$ cat src/common/rsp_consts.vh
// constants for the rtc serial register port
`ifndef RSP_CONSTS_VH
`define RSP_CONSTS_VH
`define RSP_FIFO_DEPTH      16
`define RSP_FIFO_AW         4
`define RSP_DATA_W          8
`define RSP_NUM_REGS        32
`define RSP_ADDR_MASK       6'h1F
`define RSP_ADDR_CENT_HOUR  5'h03
`define RSP_ADDR_TIME_LAST  5'h07
`define RSP_ADDR_SQW        5'h13
`define RSP_ADDR_USER0      5'h19
`define RSP_SQW_RESET       8'h10
`define RSP_SUBSEC_DIV      9'd328
`define RSP_SQW_SEL_LSB     4
`endif

$ cat src/verilog/rsp_fifo.v
// parameterised valid/ready fifo
`timescale 1ns/10ps
`default_nettype none
module rsp_fifo #(
  parameter WIDTH = 8,
  parameter DEPTH = 16,
  parameter AW    = 4
) (
  // clock and reset
  input  wire             clk,
  input  wire             nrst,
  // fill side
  input  wire             in_valid,
  output wire             in_ready,
  input  wire [WIDTH-1:0] in_data,
  // drain side
  output wire             out_valid,
  input  wire             out_ready,
  output wire [WIDTH-1:0] out_data
);
  reg [WIDTH-1:0] mem [0:DEPTH-1];
  reg [AW:0]      wr_ff;
  reg [AW:0]      rd_ff;
  wire            full;
  wire            empty;

  // extra pointer bit separates full from empty
  assign empty     = (wr_ff == rd_ff);
  assign full      = (wr_ff[AW-1:0] == rd_ff[AW-1:0]) && (wr_ff[AW] != rd_ff[AW]);
  assign in_ready  = !full;
  assign out_valid = !empty;
  assign out_data  = mem[rd_ff[AW-1:0]];

  // storage write
  always @(posedge clk)
  begin
    if (in_valid && !full)
      mem[wr_ff[AW-1:0]] <= in_data;
  end

  // pointers
  always @(posedge clk or negedge nrst)
  begin
    if (!nrst)
    begin
      wr_ff <= {(AW+1){1'b0}};
      rd_ff <= {(AW+1){1'b0}};
    end
    else
    begin
      if (in_valid && !full)
        wr_ff <= wr_ff + 1'b1;
      if (out_ready && !empty)
        rd_ff <= rd_ff + 1'b1;
    end
  end
endmodule // rsp_fifo
`default_nettype wire

$ cat src/verilog/rsp_port.v
// serial register port of a real-time clock with calendar counters
`timescale 1ns/10ps
`default_nettype none
`include "rsp_consts.vh"
// How it works
// - address pointer steps by one after every data byte, read or write
// - 32 bytes: 8 calendar, 17 status/control, 7 user storage
// - calendar fields held as bcd, hours in 24-hour form
// - date rolls over at 28, 29, 30 or 31 days automatically
// - while deselected, serial clock and input ignored, output high impedance
// - output high impedance until a full read byte is ready; always during write
// - serial input sampled on rising serial clock edges while selected
// - serial output changes after each falling serial clock edge during read
// - no operation until a falling edge of select seen after power-up
// - direction, address and write data all arrive on serial input
// - square wave output defaults to the 32 khz rate at power-up
// - first bit one writes, zero reads; seven address bits, bits 6 and 5 ignored
// - address and data shift most significant bit first
// - burst pointer wraps from top address back to zero
// - time counters copied to holding registers at each transfer start
module rsp_port (
  // clock and reset
  input  wire       clk,
  input  wire       nrst,
  // serial link pins
  input  wire       sel_n,
  input  wire       sclk,
  input  wire       serial_in,
  output reg        serial_out,
  output reg        serial_out_oe_n,
  // oscillator and square wave
  input  wire       osc_32k,
  output wire       square_wave_out,
  // written byte stream
  output wire       wr_valid,
  input  wire       wr_ready,
  output wire [7:0] wr_data
);
  // synchronisers, first stage read only by second
  reg [1:0] s1_ff;
  reg [1:0] s2_ff;
  reg [1:0] s3_ff;
  reg [1:0] s4_ff;
  reg       sel_d_ff;
  reg       sclk_d_ff;
  reg       osc_d_ff;
  wire      sel_s  = s1_ff[1];
  wire      sclk_s = s2_ff[1];
  wire      sdi_s  = s3_ff[1];
  wire      osc_s  = s4_ff[1];
  wire      sel_fall  = sel_d_ff & ~sel_s;
  wire      sel_rise  = ~sel_d_ff & sel_s;
  wire      sclk_rise = ~sclk_d_ff & sclk_s;
  wire      sclk_fall = sclk_d_ff & ~sclk_s;
  wire      osc_rise  = ~osc_d_ff & osc_s;

  always @(posedge clk or negedge nrst)
  begin
    if (!nrst)
    begin
      s1_ff     <= 2'h3;
      s2_ff     <= 2'h0;
      s3_ff     <= 2'h0;
      s4_ff     <= 2'h0;
      sel_d_ff  <= 1'b1;
      sclk_d_ff <= 1'b0;
      osc_d_ff  <= 1'b0;
    end
    else
    begin
      s1_ff     <= {s1_ff[0], sel_n};
      s2_ff     <= {s2_ff[0], sclk};
      s3_ff     <= {s3_ff[0], serial_in};
      s4_ff     <= {s4_ff[0], osc_32k};
      sel_d_ff  <= sel_s;
      sclk_d_ff <= sclk_s;
      osc_d_ff  <= osc_s;
    end
  end

  // register space, index 0..31
  // 32-byte register map
  reg  [7:0] regs [0:`RSP_NUM_REGS-1];
  reg  [7:0] hold [0:7];
  reg        armed_ff;
  reg        active_ff;
  reg        write_ff;
  reg        hdr_done_ff;
  reg  [2:0] bit_ff;
  reg  [7:0] shift_ff;
  reg  [5:0] ptr_ff;
  reg  [7:0] out_ff;
  reg        rd_live_ff;
  reg        time_dirty_ff;
  reg        push_ff;
  reg  [7:0] push_data_ff;
  wire [7:0] nxt_shift = {shift_ff[6:0], sdi_s};
  wire [5:0] ptr_m = ptr_ff & `RSP_ADDR_MASK;
  wire [4:0] idx = ptr_m[4:0];
  wire [4:0] nxt_idx = nxt_shift[4:0];
  // read source: frozen copy for time bytes
  wire [7:0] rd_byte = (idx <= `RSP_ADDR_TIME_LAST) ? hold[idx[2:0]] : regs[idx];
  wire [7:0] hd_byte = (nxt_idx <= `RSP_ADDR_TIME_LAST) ? hold[nxt_idx[2:0]] : regs[nxt_idx];
  wire       fifo_in_ready;
  // hold the push only while the fifo is full, so each byte enters once
  wire       stall = push_ff & ~fifo_in_ready;
  wire       tick;

  rsp_fifo #(
    .WIDTH (`RSP_DATA_W),
    .DEPTH (`RSP_FIFO_DEPTH),
    .AW    (`RSP_FIFO_AW)
  ) u_fifo (
    .clk       (clk),
    .nrst      (nrst),
    .in_valid  (push_ff),
    .in_ready  (fifo_in_ready),
    .in_data   (push_data_ff),
    .out_valid (wr_valid),
    .out_ready (wr_ready),
    .out_data  (wr_data)
  );

  // bcd counter helpers
  function [7:0] bcd_inc;
    input [7:0] v;
    begin
      bcd_inc = (v[3:0] == 4'h9) ? {v[7:4] + 4'h1, 4'h0} : {v[7:4], v[3:0] + 4'h1};
    end
  endfunction
  // month length with leap years from year bcd
  // limitation: century bits are not consulted, every year 00 counts as leap
  function [7:0] month_len;
    input [7:0] mon;
    input [7:0] yr;
    reg         leap;
    begin
      // bcd year divisible by four: even tens need units 0/4/8, odd tens 2/6
      if (yr[4] == 1'b0)
        leap = (yr[3:0] == 4'h0) || (yr[3:0] == 4'h4) || (yr[3:0] == 4'h8);
      else
        leap = (yr[3:0] == 4'h2) || (yr[3:0] == 4'h6);
      if (mon == 8'h02)
        month_len = leap ? 8'h29 : 8'h28;
      else if (mon == 8'h04 || mon == 8'h06 || mon == 8'h09 || mon == 8'h11)
        month_len = 8'h30;
      else
        month_len = 8'h31;
    end
  endfunction
  // next hour value, only the low six bits are hours
  wire [7:0] hr_inc = bcd_inc({2'h0, regs[3][5:0]});

  // hundredths tick from 32 khz edges, 328 edges approximates 10 ms
  reg [8:0] div_ff;
  assign tick = osc_rise && (div_ff == `RSP_SUBSEC_DIV - 9'd1);
  always @(posedge clk or negedge nrst)
  begin
    if (!nrst)
      div_ff <= 9'h000;
    else if (osc_rise)
      div_ff <= tick ? 9'h000 : div_ff + 9'h001;
  end

  // square wave, rate select in upper nibble of its register
  // 32 khz default
  assign square_wave_out = (regs[`RSP_ADDR_SQW][7:`RSP_SQW_SEL_LSB] == 4'h1) ? osc_s : 1'b0;

  // serial engine and counters
  integer i;
  always @(posedge clk or negedge nrst)
  begin
    if (!nrst)
    begin
      armed_ff        <= 1'b0;
      active_ff       <= 1'b0;
      write_ff        <= 1'b0;
      hdr_done_ff     <= 1'b0;
      bit_ff          <= 3'h0;
      shift_ff        <= 8'h00;
      ptr_ff          <= 6'h00;
      out_ff          <= 8'h00;
      rd_live_ff      <= 1'b0;
      time_dirty_ff   <= 1'b0;
      push_ff         <= 1'b0;
      push_data_ff    <= 8'h00;
      serial_out      <= 1'b0;
      serial_out_oe_n <= 1'b1;
      for (i = 0; i < `RSP_NUM_REGS; i = i + 1)
        regs[i] <= 8'h00;
      regs[`RSP_ADDR_SQW] <= `RSP_SQW_RESET;
      regs[5] <= 8'h01;
      regs[6] <= 8'h01;
      regs[4] <= 8'h01;
      for (i = 0; i < 8; i = i + 1)
        hold[i] <= 8'h00;
    end
    else
    begin
      if (!stall)
        push_ff <= 1'b0;
      if (tick)
      begin
        regs[0] <= (regs[0] == 8'h99) ? 8'h00 : bcd_inc(regs[0]);
        if (regs[0] == 8'h99)
        begin
          regs[1] <= (regs[1] == 8'h59) ? 8'h00 : bcd_inc(regs[1]);
          if (regs[1] == 8'h59)
          begin
            regs[2] <= (regs[2] == 8'h59) ? 8'h00 : bcd_inc(regs[2]);
            if (regs[2] == 8'h59)
            begin
              regs[3][5:0] <= (regs[3][5:0] == 6'h23) ? 6'h00 : hr_inc[5:0];
              if (regs[3][5:0] == 6'h23)
              begin
                regs[4] <= (regs[4] == 8'h07) ? 8'h01 : regs[4] + 8'h01;
                if (regs[5] == month_len(regs[6], regs[7]))
                begin
                  regs[5] <= 8'h01;
                  regs[6] <= (regs[6] == 8'h12) ? 8'h01 : bcd_inc(regs[6]);
                  if (regs[6] == 8'h12)
                  begin
                    regs[7] <= (regs[7] == 8'h99) ? 8'h00 : bcd_inc(regs[7]);
                    if (regs[7] == 8'h99)
                      regs[3][7:6] <= regs[3][7:6] + 2'h1;
                  end
                end
                else
                  regs[5] <= bcd_inc(regs[5]);
              end
            end
          end
        end
      end
      if (sel_s)
      begin
        active_ff       <= 1'b0;
        rd_live_ff      <= 1'b0;
        serial_out_oe_n <= 1'b1;
      end
      // arm only on a select falling edge
      if (sel_fall)
      begin
        armed_ff    <= 1'b1;
        active_ff   <= 1'b1;
        hdr_done_ff <= 1'b0;
        bit_ff      <= 3'h0;
        time_dirty_ff <= 1'b0;
        for (i = 0; i < 8; i = i + 1)
          hold[i] <= regs[i];
      end
      if (sel_rise && time_dirty_ff)
      begin
        for (i = 0; i < 8; i = i + 1)
          regs[i] <= hold[i];
        time_dirty_ff <= 1'b0;
      end
      if (active_ff && armed_ff && !sel_s && sclk_rise)
      begin
        // all fields on serial input; msb first
        shift_ff <= nxt_shift;
        bit_ff   <= bit_ff + 3'h1;
        if (bit_ff == 3'h7)
        begin
          if (!hdr_done_ff)
          begin
            // direction bit then address, bits 6 and 5 ignored
            hdr_done_ff <= 1'b1;
            write_ff    <= nxt_shift[7];
            ptr_ff      <= {1'b0, nxt_shift[4:0]};
            out_ff      <= hd_byte;
            rd_live_ff  <= ~nxt_shift[7];
          end
          else
          begin
            if (write_ff)
            begin
              if (idx <= `RSP_ADDR_TIME_LAST)
              begin
                hold[idx[2:0]] <= nxt_shift;
                time_dirty_ff  <= 1'b1;
              end
              else
                regs[idx] <= nxt_shift;
              push_ff      <= 1'b1;
              push_data_ff <= nxt_shift;
            end
            // pointer step; wrap at top to zero
            ptr_ff <= ptr_ff + 6'h01;
          end
        end
      end
      // output changes after falling edge; driven only on read byte
      if (active_ff && !sel_s && sclk_fall && rd_live_ff)
      begin
        serial_out_oe_n <= 1'b0;
        serial_out      <= out_ff[7];
        if (bit_ff == 3'h0)
          out_ff <= rd_byte;
        else
          out_ff <= {out_ff[6:0], 1'b0};
      end
      // reload next byte once a data byte completes
      if (active_ff && !sel_s && sclk_fall && rd_live_ff && bit_ff == 3'h0 && hdr_done_ff)
        serial_out <= rd_byte[7];
      if (active_ff && !sel_s && sclk_fall && rd_live_ff && bit_ff == 3'h0)
        out_ff <= {rd_byte[6:0], 1'b0};
    end
  end
endmodule // rsp_port
`default_nettype wire
$ cat config.mk
export PLATFORM = sky130hd
export DESIGN_NAME = rsp_port
export DESIGN_NICKNAME = d
export VERILOG_FILES = /design/src/verilog/rsp_fifo.v /design/src/verilog/rsp_port.v
export VERILOG_INCLUDE_DIRS = /design/src /design/src/common
export SDC_FILE = /design/constraint.sdc
export NUM_CORES = 1
export LEC_CHECK = 0
export ABC_AREA = 1
export CORE_MARGIN = 5
export CORE_UTILIZATION = 33
export CTS_CLUSTER_DIAMETER = 120
export CTS_CLUSTER_SIZE = 12
export DETAILED_ROUTE_END_ITERATION = 8
export DONT_BUFFER_PORTS = 1
export GPL_TIMING_DRIVEN = 0
export PLACE_DENSITY = 0.5
export SLEW_MARGIN = 20
export SYNTH_ARGS = -nofsm -noshare
export SYNTH_HDL_FRONTEND = slang
export SYNTH_SLANG_ARGS = --single-unit
$ cat constraint.sdc
create_clock -name clk -period 2.4 [get_ports clk]
set_input_delay 0.12 -clock clk [delete_from_list [all_inputs] [get_ports clk]]
set_output_delay 0.12 -clock clk [all_outputs]
set_load 0.01 [all_outputs]
## Yosys cells after proc, flatten, opt, wreduce, memory -nomap -nowiden

Memory sizes are Yosys's and may differ from the RTL's.
Index checks and enable logic that the tools add are counted.
W data, S select, Z words.

| word-level totals | value |
|---|---|
| memories | 1 |
| bits in registers | 391 |
| memory bits (writable) | 128 |
| logic and storage cells | 291 |
| bits of input ports | 7 |

| cells by class | value |
|---|---|
| $lt $le $gt $ge | 8 |
| bitwise gates (word level) | 18 |
| reductions and logical operators | 37 |
| eq/ne operators | 31 |
| multiplexer cells | 111 |
| add/subtract/negate cells | 21 |

Memories:

| name | depth | bits a word | read ports | clocked after Yosys merged registers in | wr ports | RTL line | source |
|---|---|---|---|---|---|---|---|
| u_fifo.mem | 16 | 8 | 1 | 0 | 1 | rsp_fifo.v:21 | `reg [WIDTH-1:0] mem [0:DEPTH-1];` |

Operators by type and width:

| operator | number |
|---|---|
| $mux W256 | 5 |
| $mux W64 | 8 |
| $mux W8 | 37 |
| $bwmux W256 | 1 |
| $bmux W8 S5 | 2 |
| $bwmux W64 | 1 |
| $mux W56 | 1 |
| $add A4 B1 Y4 const B | 13 |
| $bmux W8 S3 | 2 |
| $mux W48 | 1 |
| $demux W8 S5 | 1 |
| $mux W40 | 1 |
| $mux W1 | 37 |
| $eq A4 B4 Y1 const B | 8 |
| $mux W32 | 1 |
| $demux W8 S3 | 1 |
| $eq A8 B3 Y1 const B | 3 |
| $mux W6 | 3 |
| $eq A8 B5 Y1 const B | 2 |
| $eq A8 B7 Y1 const B | 2 |
| $eq A8 B8 Y1 const B | 2 |
| $mux W16 | 1 |
| $logic_and A1 B1 Y1 | 15 |
| $ge A6 B6 Y1 const B | 2 |
| 41 further kinds | 76 |

## Logic depth before layout (Yosys ltp)

| logic depth | value |
|---|---|
| depth after elaboration | 30 |
| depth in mapped cells | 16 |
| depth with buffers taken out | 16 |

## By module

Synthesis repeated with hierarchy kept, for this count alone.

| second synthesis, totals | value |
|---|---|
| cell total of the unflattened synthesis | 3550 |
| area, all modules | 28280.9 um2 |

Modules (own cells, without submodules):

| module | seq. area each (um2) | times used | area each (um2) | cells an instance |
|---|---|---|---|---|
| rsp_port | 9519.1 | 1 | 22343.9 | 2993 |
| rsp_fifo | 4093.9 | 1 | 5936.9 | 557 |

## Least setup slack after synthesis

No wires, ideal clock.

| timing | value |
|---|---|
| path type | flip-flop to flip-flop |
| start point | register ptr_ff[0] |
| end point | register (tool-made name) |
| data arrival time | 2.086 ns |
| library setup time | 0.118 ns |
| data required time | 2.282 ns |
| path buffers | 4 |
| path slack | 0.196 ns |
| clock period less this slack | 2.204 ns |
| cell stages (with the launch flop) | 12 |
| path through | dfrtp_1 -> buf_2 -> inv_1 -> clkbuf_1 -> clkbuf_1 -> ha_1 -> inv_1 -> nor2_8 -> nand2_4 -> buf_6 -> a21oi_1 -> inv_1 |

RTL lines:

| what | RTL line | source |
|---|---|---|
| start: declaration | rsp_port.v:91 | `reg [5:0] ptr_ff;` |
| start signal: assignment | rsp_port.v:270 | `ptr_ff <= {1'b0, nxt_shift[4:0]};` |
| start signal: assignment | rsp_port.v:289 | `ptr_ff <= ptr_ff + 6'h01;` |

## Final worst setup path

| timing | value |
|---|---|
| start point | register ptr_ff[0] |
| end point | register serial_out |

| on the way | value |
|---|---|
| cells in the longest elaborated chain, start to end | 6 |

RTL lines:

| what | RTL line | source |
|---|---|---|
| $not A5 Y6 (not written as such) / $not A3 Y4 (equally long branches) | rsp_port.v:102 | `` wire [7:0] rd_byte = (idx <= `RSP_ADDR_TIME_LAST) ? hold[idx[2:0]] : regs[idx]; `` |
| $bmux W8 S5 / $bmux W8 S3 (equally long branches) | rsp_port.v:102 |  |
| $mux W8 (not written as such) (2 in a row) | rsp_port.v:102 |  |
| $mux W8 (*) | rsp_port.v:102 |  |
| $mux W1 (*) | rsp_port.v:304 | `if (active_ff && !sel_s && sclk_fall && rd_live_ff && bit_ff == 3'h0 && hdr_done_ff)` |
| end signal: assignment | rsp_port.v:297 | `serial_out <= out_ff[7];` |
| end signal: assignment | rsp_port.v:305 | `serial_out <= rd_byte[7];` |
| end: declaration | rsp_port.v:29 | `output reg serial_out,` |

Mark *: on every way between the ends. The rest lies on a longest branch, timed or not. The select of a mux whose other input is x is not followed.
A chain may end at the register's enable or synchronous reset.

==> impl_results.md <==
- Status: finished, violations left
- Failing checks: hold timing, slew limit, setup timing
- I/O Pins: 19
- Area Growth Syn to Fin: 16.7%
- Worst Clk Skew: 0.0497 ns
- Antenna violations before repair: 2
- CTS buffer count: 49
- Crit. End Element: register
- Share of the synthesized area in the top cell type: 33.6%
- Post-route setup slack: -0.0633 ns
- CP top delay family: buffers and inverters
- Global route overflow: 0
- Buf/Inv on CP: 3
- Final Wtd Congestion: 1.05
- Final Max Slew Viols: 182
- Hpwl dp: 87400 um
- Fin nets: 3687
- Total nets after synthesis: 3568
- Synthesized area: 0.0284 mm^2
- Arr. time, crit path: 2.97 ns
- Antenna Violating Nets Remaining: 0
- Synth Instances: 3524
- Largest cells by area after synthesis: dfrtp_1 (34%), edfxtp_1 (14%), a21oi_1 (7.1%)
- Max-cap violation count: 0
- Root buf cell: clkbuf_16
- Startpoint types: register
- Power Dens Cells: 652 mW/mm^2
- Clk_lat worst skew: 0.67 ns
- Min Tclk post-route: 2.46 ns
- CP max FO: 10
- Number of synthesized flops with an enable pin: 128
- Starting Density: 33.3%
- Vias after detailed routing: 26900
- Synth cell types: 55
- RSZ-0062 raised after global routing: true
- Clock buffer depth: 3
- Total wire length: 125000 um
- Main synth FF type: dfrtp_1
- Share of cells above drive strength 1: 14.0%
- DRC Markers: 0
- Maximum VDD drop: 0.612 mV
- Worst path slowest cell: dfrtp_1
- DIE AREA: 0.0921 mm^2
- Slew at the pin closest to its max-slew limit: 2.10 ns
- Max_slew headroom: -39.9%
- Die W: 304 um
- FP Rows: 107
- Final hold vios: 388
- Most used cell, CP: o21ai_0
- Ys async rst share: 75.3%
- DR WL/cell: 25.8 um
- DR iter-0 viols: 3305
- Syn Area/Cell: 8.07 um^2
- Die H: 304 um
- Tcrit/Tclk final: 103%
- Max Freq: 406 MHz
- GRT Resource Usage Total: 26.3%
- Top-count cell post-synth: nor2_1
- Worst-path clk slew: 0.07 ns
- Setup TNS: -0.0919 ns
- Leakage power: 15.2 nW
- Top post-synthesis cells by count: nor2_1 (475), inv_1 (449), nand2_1 (408), a21oi_1 (406), o21ai_0 (387)
- CP required: 2.90 ns
- CP max stage delay: 0.40 ns
- Critical path class: reg2reg
- Register area share after synthesis: 47.9%
- Pin count of the biggest net entering global routing: 391
- Cell area after layout: 0.0332 mm^2
- H-tree levels: 2
- Core Region: 0.0853 mm^2
- Ys Warns: 0
- Vias per Instance: 5.57
- Fillers: 8799
- Yosys reg bits: 518
- Number of global-route vias before repair: 25000
- CTS Hold Bufs: 5
- Placed Area: 0.0299 mm^2
- CTS sink cnt: 518
- Port Buffers: 0
- Largest area contributor in the netlist: dfrtp_1
- HP Class: in2async
- Worst path cell trace: buf_6 -> buf_2 -> buf_4 -> a21oi_1 -> o21ai_0 -> nand2_1 -> o21ai_0 -> nand4_1 -> nand3_1 -> a31oi_1
- Worst hold slack: -0.802 ns
- CTS tree: built
- First drt pass iteration count: 8
- Setup violators final: 3
- First-pass GRT wire length: 178000 um
-- cells by family after synthesis --
logic type / share of synthesized area [%]
AND/OR/NAND/NOR: 18.4
buffers and inverters: 9.70
XOR/XNOR: 0.832
multiplexers: 0.0396
AO/OA/AOI/OAI: 21.5
adder cells (fa/ha/maj): 1.63
flip-flops: 47.9
-- through the flow --
stage,cells,worst slack (ns),total power [mW],util (%)
floorplan,3524,0.196,11.6,-
global placement,4668,-0.968,13.2,35.0
detailed placement,4668,-0.958,13.2,35.0
CTS,4789,-0.0374,21.5,38.0
global route,4821,-0.117,22.3,38.9
finish,4822,-0.0633,21.6,38.9
-- routing by layer --
layer	share of wire, %	global-route usage, %
met5	0	0
met4	6.8	14.2
met3	9.5	5.34
met2	42	38.8
met1	42	36.5
-- timing repair --
item                                   4_1_cts  5_1_grt
gates cloned                                 3        3
resized for setup                          273      225
endpoints found under the hold margin      399      390
setup endpoints to repair                  466      451
setup buffers                               30       32
pin swaps                                   21       44
-- layout by cell type (no fill, tap or decap), drive strengths merged, types with 34 or more instances in the layout --
cell    instances
o22ai          34
nor2          504
ha             37
a211oi         43
clkbuf        207
nand3         156
o211ai        135
inv           460
o21ai         395
nand2         437
dfrtp         382
edfxtp        128
buf           150
nand4          43
a21oi         406
-- area by class of cell --
class                      count  area [um^2]  share of cell area, %
antenna                        1         2.50                0.00754
buffer                       211         1490                   4.48
clock buffer                  80         1350                   4.08
clock inverter                 5          140                  0.422
inverter                     469         1790                   5.39
multi-input combinational   2321        12600                   38.1
sequential                   518        13600                   41.1
tap                         1144         1430                   4.31
timing repair buffer          73          717                   2.16
-- worst paths after layout --
check | startpoint | endpoint | slack, ns | cells after the start
worst max-delay path | ptr_ff[0]$_DFFE_PN0P_ | serial_out$_DFFE_PN0P_ | -0.06 | 10
worst min-delay path | nrst | regs[228]$_DFF_PN0_ | -0.80 | 0
worst max register to register | ptr_ff[0]$_DFFE_PN0P_ | serial_out$_DFFE_PN0P_ | -0.06 | 10
worst min register to register | s2_ff[0]$_DFF_PN0_ | s2_ff[1]$_DFF_PN0_ | 0.35 | 0
max in group asynchronous | nrst | ptr_ff[1]$_DFFE_PN0P_ | 1.41 | 0
min in group clk | serial_in | s3_ff[0]$_DFF_PN0_ | 0.03 | 1
-- where the power goes --
group	switching (mW)	internal, mW
clock	3.69	4.09
sequential	0.159	9.11
combinational	3.25	1.34
total	7.09	14.5
Note: power is estimated with default switching activity, not from simulation.
